File: src/lurx_pkg.sv
// Package: register map, field layout and frame carrier for the receive block
`default_nettype none
package lurx_pkg;

  // ****************************************************************
  // Register offsets
  // ****************************************************************
  localparam logic [7:0] OFF_SIGNAL_FRAME_MATCH = 8'h14;
  localparam logic [7:0] OFF_RX_EXT_POP = 8'h18;
  localparam logic [7:0] OFF_RX_BYTE_POP = 8'h1c;
  localparam logic [7:0] OFF_RX_EXT_PEEK = 8'h20;
  localparam logic [7:0] OFF_STATUS = 8'h08;
  localparam logic [7:0] OFF_IRQ_STATUS = 8'h40;
  localparam logic [7:0] OFF_IRQ_CLEAR = 8'h44;
  localparam logic [7:0] OFF_IRQ_ENABLE = 8'h48;

  // ****************************************************************
  // Field positions and reset values
  // ****************************************************************
  localparam int POS_FRAMING_ERR = 15;
  localparam int POS_PARITY_ERR = 14;
  localparam int POS_RX_VALID = 5;
  localparam int POS_IRQ_SIGNAL_FRAME = 0;
  localparam int POS_IRQ_RX_VALID = 1;
  localparam int POS_IRQ_OVERFLOW = 2;
  localparam int IRQ_BITS = 3;
  localparam logic [8:0] RST_SIGNAL_FRAME_MATCH = 9'h000;
  localparam logic [IRQ_BITS-1:0] RST_IRQ = 3'h0;

  // ****************************************************************
  // Received frame with its error bits
  // ****************************************************************
  typedef struct packed {
    logic framing_error_bit;
    logic parity_error_bit;
    logic [8:0] value;
  } lurx_frame_t;

  localparam lurx_frame_t RST_FRAME = '{1'b0, 1'b0, 9'h000};

endpackage : lurx_pkg
`default_nettype wire

File: src/lurx_head_buf.sv
// Single-entry receive buffer holding the head frame
`default_nettype none
module lurx_head_buf (
  // Clock and reset
  input wire logic mclk,
  input wire logic srst,
  // Fill side
  input wire logic wr_valid,
  input wire lurx_pkg::lurx_frame_t wr_frame,
  // Drain side
  input wire logic pop,
  output logic full,
  output lurx_pkg::lurx_frame_t head,
  output logic overflow
);

  always_ff @(posedge mclk) begin
    if (srst) begin
      full <= 1'b0;
    end else if (wr_valid) begin
      full <= 1'b1;
    end else if (pop) begin
      full <= 1'b0;
    end
  end

  // A new frame replaces an unread one; overflow reports the loss
  always_ff @(posedge mclk) begin
    if (srst) begin
      head <= lurx_pkg::RST_FRAME;
    end else if (wr_valid) begin
      head <= wr_frame;
    end
  end

  always_ff @(posedge mclk) begin
    if (srst) begin
      overflow <= 1'b0;
    end else begin
      overflow <= wr_valid && full && !pop;
    end
  end

endmodule : lurx_head_buf
`default_nettype wire

File: src/lurx_irq.sv
// Sticky event status, enable and write-one clear, with level interrupt
`default_nettype none
module lurx_irq (
  // Clock and reset
  input wire logic mclk,
  input wire logic srst,
  // Events and software access
  input wire logic [lurx_pkg::IRQ_BITS-1:0] event_set,
  input wire logic [lurx_pkg::IRQ_BITS-1:0] clear,
  input wire logic enable_we,
  input wire logic [lurx_pkg::IRQ_BITS-1:0] enable_wdata,
  // State
  output logic [lurx_pkg::IRQ_BITS-1:0] status_q,
  output logic [lurx_pkg::IRQ_BITS-1:0] enable_q,
  output logic irq_q
);

  // Set wins over clear so an event in the clearing cycle survives
  always_ff @(posedge mclk) begin
    if (srst) begin
      status_q <= lurx_pkg::RST_IRQ;
    end else begin
      status_q <= (status_q & ~clear) | event_set;
    end
  end

  always_ff @(posedge mclk) begin
    if (srst) begin
      enable_q <= lurx_pkg::RST_IRQ;
    end else if (enable_we) begin
      enable_q <= enable_wdata;
    end
  end

  always_ff @(posedge mclk) begin
    if (srst) begin
      irq_q <= 1'b0;
    end else begin
      irq_q <= |(((status_q & ~clear) | event_set) & (enable_we ? enable_wdata : enable_q));
    end
  end

endmodule : lurx_irq
`default_nettype wire

File: src/lurx_top.sv
// Receive buffer read views, signal-frame matcher and register port
//
// The plain strobed port was chosen for this implementation.
`default_nettype none

// Notes on behaviour
// - Matching received frame sets signal-frame event flag
// - Extended views report framing error in bit 15
// - Extended read returns 9 bits and pops
// - Byte read returns low 8 bits, pops
// - Peek view shows frame, errors at 15/14
// - Data-valid bit 5 high while buffer full
module lurx_top (
  // Clock and reset
  input wire logic mclk,
  input wire logic srst,
  // Frame from the receiver shift logic
  input wire logic rx_frame_valid,
  input wire lurx_pkg::lurx_frame_t rx_frame,
  // Register port
  input wire logic [7:0] reg_addr,
  input wire logic [31:0] reg_wdata,
  input wire logic reg_wr,
  input wire logic reg_rd,
  output logic [31:0] reg_rdata,
  // Status and interrupt
  output logic signal_frame_event_flag,
  output logic irq
);

  // ****************************************************************
  // Register state
  // ****************************************************************
  logic [8:0] signal_frame_match_value_q;
  logic sig_event_q;
  logic [31:0] rdata_q;
  logic buf_full;
  logic buf_overflow;
  logic pop;
  logic rx_valid_rise_q;
  logic full_prev_q;
  lurx_pkg::lurx_frame_t head;
  logic [lurx_pkg::IRQ_BITS-1:0] irq_status;
  logic [lurx_pkg::IRQ_BITS-1:0] irq_enable;
  logic [lurx_pkg::IRQ_BITS-1:0] irq_clear;
  logic [lurx_pkg::IRQ_BITS-1:0] irq_events;
  logic irq_q;

  function automatic logic hit(input logic [7:0] a, input logic [7:0] off);
    hit = (a == off);
  endfunction : hit

  // Pack a frame into an extended view word
  function automatic logic [31:0] ext_word(input lurx_pkg::lurx_frame_t f);
    logic [31:0] w;
    w = 32'h0000_0000;
    w[lurx_pkg::POS_FRAMING_ERR] = f.framing_error_bit;
    w[lurx_pkg::POS_PARITY_ERR] = f.parity_error_bit;
    w[8:0] = f.value;
    ext_word = w;
  endfunction : ext_word

  // ****************************************************************
  // Signal-frame match register
  // ****************************************************************
  // Only bits 8:0 are kept; reserved bits are expected as zero
  always_ff @(posedge mclk) begin
    if (srst) begin
      signal_frame_match_value_q <= lurx_pkg::RST_SIGNAL_FRAME_MATCH;
    end else if (reg_wr && hit(reg_addr, lurx_pkg::OFF_SIGNAL_FRAME_MATCH)) begin
      signal_frame_match_value_q <= reg_wdata[8:0];
    end
  end

  // Compare against every received frame, even if the buffer overflows
  always_ff @(posedge mclk) begin
    if (srst) begin
      sig_event_q <= 1'b0;
    end else begin
      sig_event_q <= rx_frame_valid && (rx_frame.value == signal_frame_match_value_q);
    end
  end

  always_ff @(posedge mclk) begin
    if (srst) begin
      signal_frame_event_flag <= 1'b0;
    end else begin
      signal_frame_event_flag <= irq_status[lurx_pkg::POS_IRQ_SIGNAL_FRAME];
    end
  end

  // ****************************************************************
  // Receive buffer
  // ****************************************************************
  // Only popping views drain the buffer; the peek view does not
  assign pop = reg_rd && buf_full &&
               (hit(reg_addr, lurx_pkg::OFF_RX_EXT_POP) ||
                hit(reg_addr, lurx_pkg::OFF_RX_BYTE_POP));

  lurx_head_buf u_buf (
    .mclk(mclk),
    .srst(srst),
    .wr_valid(rx_frame_valid),
    .wr_frame(rx_frame),
    .pop(pop),
    .full(buf_full),
    .head(head),
    .overflow(buf_overflow)
  );

  always_ff @(posedge mclk) begin
    if (srst) begin
      full_prev_q <= 1'b0;
    end else begin
      full_prev_q <= buf_full;
    end
  end

  always_ff @(posedge mclk) begin
    if (srst) begin
      rx_valid_rise_q <= 1'b0;
    end else begin
      rx_valid_rise_q <= buf_full && !full_prev_q;
    end
  end

  // ****************************************************************
  // Interrupts
  // ****************************************************************
  always_comb begin
    irq_events = '0;
    irq_events[lurx_pkg::POS_IRQ_SIGNAL_FRAME] = sig_event_q;
    irq_events[lurx_pkg::POS_IRQ_RX_VALID] = rx_valid_rise_q;
    irq_events[lurx_pkg::POS_IRQ_OVERFLOW] = buf_overflow;
  end

  assign irq_clear = (reg_wr && hit(reg_addr, lurx_pkg::OFF_IRQ_CLEAR)) ?
                     reg_wdata[lurx_pkg::IRQ_BITS-1:0] : '0;

  lurx_irq u_irq (
    .mclk(mclk),
    .srst(srst),
    .event_set(irq_events),
    .clear(irq_clear),
    .enable_we(reg_wr && hit(reg_addr, lurx_pkg::OFF_IRQ_ENABLE)),
    .enable_wdata(reg_wdata[lurx_pkg::IRQ_BITS-1:0]),
    .status_q(irq_status),
    .enable_q(irq_enable),
    .irq_q(irq_q)
  );

  assign irq = irq_q;

  // ****************************************************************
  // Read data
  // ****************************************************************
  // Empty buffer reads return zero rather than a stale frame
  always_ff @(posedge mclk) begin
    if (srst) begin
      rdata_q <= 32'h0000_0000;
    end else if (reg_rd) begin
      unique case (reg_addr)
        lurx_pkg::OFF_SIGNAL_FRAME_MATCH: rdata_q <= {23'h000000, signal_frame_match_value_q};
        lurx_pkg::OFF_RX_EXT_POP: rdata_q <= buf_full ? ext_word(head) : 32'h0;
        lurx_pkg::OFF_RX_BYTE_POP: rdata_q <= buf_full ? {24'h000000, head.value[7:0]} : 32'h0;
        lurx_pkg::OFF_RX_EXT_PEEK: rdata_q <= buf_full ? ext_word(head) : 32'h0;
        lurx_pkg::OFF_STATUS: rdata_q <= 32'(buf_full) << lurx_pkg::POS_RX_VALID;
        lurx_pkg::OFF_IRQ_STATUS: rdata_q <= {29'h0, irq_status};
        lurx_pkg::OFF_IRQ_ENABLE: rdata_q <= {29'h0, irq_enable};
        default: rdata_q <= 32'h0000_0000;
      endcase
    end else begin
      rdata_q <= 32'h0000_0000;
    end
  end

  assign reg_rdata = rdata_q;

endmodule : lurx_top
`default_nettype wire

File: config.mk
export PLATFORM = sky130hd
export DESIGN_NAME = lurx_top
export DESIGN_NICKNAME = d
export VERILOG_FILES = /design/src/lurx_pkg.sv /design/src/lurx_head_buf.sv /design/src/lurx_irq.sv /design/src/lurx_top.sv
export SDC_FILE = /design/constraint.sdc
export NUM_CORES = 1
export LEC_CHECK = 0
export BUFFER_PORTS_ARGS = -buffer_cell sky130_fd_sc_hd__buf_2
export CAP_MARGIN = 15
export CORE_MARGIN = 2
export CORE_UTILIZATION = 40
export DETAILED_ROUTE_END_ITERATION = 16
export GPL_ROUTABILITY_DRIVEN = 0
export PLACE_DENSITY = 0.72
export SLEW_MARGIN = 25
export SYNTH_ARGS = -nofsm -noshare
export SYNTH_HDL_FRONTEND = slang
export SYNTH_SLANG_ARGS = --single-unit
File: constraint.sdc
create_clock -name mclk -period 1.5 [get_ports mclk]
set_input_delay 0.225 -clock mclk [delete_from_list [all_inputs] [get_ports mclk]]
set_output_delay 0.225 -clock mclk [all_outputs]
set_load 0.1 [all_outputs]
==> metrics.yaml <==
grt_antenna_before_repair: 0
ys_top_cells_by_area: "dfxtp_1, buf_4, mux2i_1, a21oi_1, nand2_1"
finalSetupTns_ns: 0
worstPathMaxFanout: 5
setup_slack_ns: 0.165
min_period_ns: 1.34
power_density_nw_per_um2: 1020
drt-initial-drc-count: 103
run_status: "finished clean"
start_util: 0.409
routed_via_density: 4.89
ctsHtreeMaxLevel: 2
ys_seq_area_frac: 0.427
hp-class: "in2reg"
path_clk_slew_ns: 0.09
syn_inst: 230
ys.flop_type: "dfxtp_1"
post_cts_buffers: 0
ys_ff_latch: 44
routed_wl_um: 4690
area_growth_pct: 23.0
rows: 26
fin_nets: 346
crit_type: "in2reg"
cts.path.max_buffers: 2
vdd_drop_max_mv: 0.364
start_kind: "input port"
cap_violations: 0
synth_common_cells: "dfxtp_1, nand2_1, a21oi_1, buf_4, mux2i_1"
drtAntennaViolNets: 0
fin_util: 0.504
grt_max_degree: 16
grt_first_pass_wirelength_um: 7540
worstPathRequired_ns: 1.72
p_leak_nw: 1.10
track_usage: 0.176
syn_area_per_cell_um2: 8.98
timing.fmax_mhz: 749
maxSlewViolCount: 0
postCtsHoldBufs: 0
seq_area_um2: 881
rsz0062_at_grt: "false"
syn-cell-area_um2: 2060
drive_above_1_share: 0.285
worst_r2r_path_depth: 4
grt-ovfl-total: 0
drc_errors: 0
fp.dieW_um: 75.8
die_h_um: 75.8
n_fill_cell: 487
grt_pass1_vias: 1622
synth-edff-count: 0
ys_warn_count: 0
ys_types: 39
clkSinkCount: 44
synth.top_cell.area_share: 0.427
whs_ns: 0.161
pre_cts_ws_ns: -0.130
placed_area_um2: 2420
io_pins: 90
setup_violations: 0
post_drt_wl_per_cell_um: 13.0
holdPathStages: 3
cts_tree: "yes"
postLayoutCellArea_um2: 2540
hold_viol_final: 0
yosysMostFrequentCell: "dfxtp_1"
crit_path_end_kind: "flop"
diodes: 0
dpl.hpwl_um: 3540
cts_buffers: 5
fin_worst_skew_ns: 0.00528
synthArstFlopShare: 0
multi_input_area_um2: 1030
first_pass_iters: 4
final.period_utilization: 0.890
clk_latency_ns: 0.30
portBuffers: 45
root_buffer: "clkbuf_8"
die_area_um2: 5750
critPathArrivalTime_ns: 1.56
via_count: 1766
postCtsResizedCells: 0
coreArea_um2: 5040
yosysTopAreaCell: "dfxtp_1"
==> cells in the final DEF, fill, tap and decap left out, types with 2 or more instances in the layout <==
master / instances
o211ai_1: 8
nor4b_1: 3
buf_2: 45
inv_1: 7
o21ai_0: 2
dfxtp_1: 44
nand2_1: 25
conb_1: 21
o21bai_1: 4
o2111ai_1: 2
mux2i_1: 16
nor2_1: 15
a41oi_1: 3
xnor2_1: 8
nand4_1: 3
buf_4: 23
or3_1: 2
a21oi_1: 22
nor3_1: 5
clkbuf_8: 5
nand3_1: 2
and4_1: 3
nor2b_1: 4
==> critical path, cell delays in order <==
cell and delay, ns:
buf_2 0.12, or4b_2 0.70, nor3_1 0.26, a21oi_1 0.08
a21oi_1 0.18
==> metal layers <==
| layer | part of all wire | up-vias | routed length, um | GRT usage |
|---|---|---|---|---|
| met5 | 0 | - | 0 | 0 |
| met2 | 0.48 | 65 | 2260 | 0.295 |
| met1 | 0.43 | 815 | 2030 | 0.217 |
| met4 | 0.016 | 0 | 76 | 0.0643 |
| met3 | 0.068 | 6 | 318 | 0.0437 |
| li1 | - | 880 | - | - |
==> report_power, final <==
group / switching, mW / internal [mW] / total, mW
clock: 0.421 / 0.502 / 0.922
sequential: 0.0193 / 1.19 / 1.21
combinational: 0.339 / 0.105 / 0.444
==> sequential cells by signal, summed over array words and instances, names as in the netlist, 3 cells and up <==
signal	flops
reg_rdata	11
u_buf.head	11
signal_frame_match_value_q	9
u_irq.enable_q	3
u_irq.status_q	3
==> final cells by class <==
| cell class | count | share of cell area |
|---|---|---|
| Multi-Input combinational cell | 164 | 0.406 |
| Sequential cell | 44 | 0.347 |
| Timing Repair Buffer | 68 | 0.157 |
| Tap cell | 70 | 0.0345 |
| Clock buffer | 5 | 0.0271 |
| Clock inverter | 3 | 0.0182 |
| Inverter | 7 | 0.0103 |
==> per-stage QoR <==
step | instances | total power, mW
floorplan | 250 | 1.61
global placement | 353 | 1.68
finish | 361 | 2.58
detailed placement | 353 | 1.68
global route | 361 | 2.67
CTS | 361 | 2.60
==> cell families after synthesis <==
group	count (synthesis)	share of synthesized area
and+or+nand+nor	69	0.179
AOI/OAI and AO/OA	49	0.158
DFF	44	0.427
buffers and inverters	42	0.118
muxes	16	0.0776
xor gates and xnor gates	9	0.0382
other	1	0.00182
==> path summary, 6_finish.rpt <==
check	start	end	slack, ns
max reg2reg	u_buf.full$_SDFFE_PP0P_	reg_rdata[5]$_SDFF_PP0_	0.33
min reg2reg	full_prev_q$_SDFF_PP0_	rx_valid_rise_q$_SDFF_PP0_	0.40
min	rx_frame[10]	u_buf.head[10]$_SDFFE_PP0P_	0.16
max	reg_addr[5]	reg_rdata[1]$_SDFF_PP0_	0.16
(Power assumes the default switching activity.)
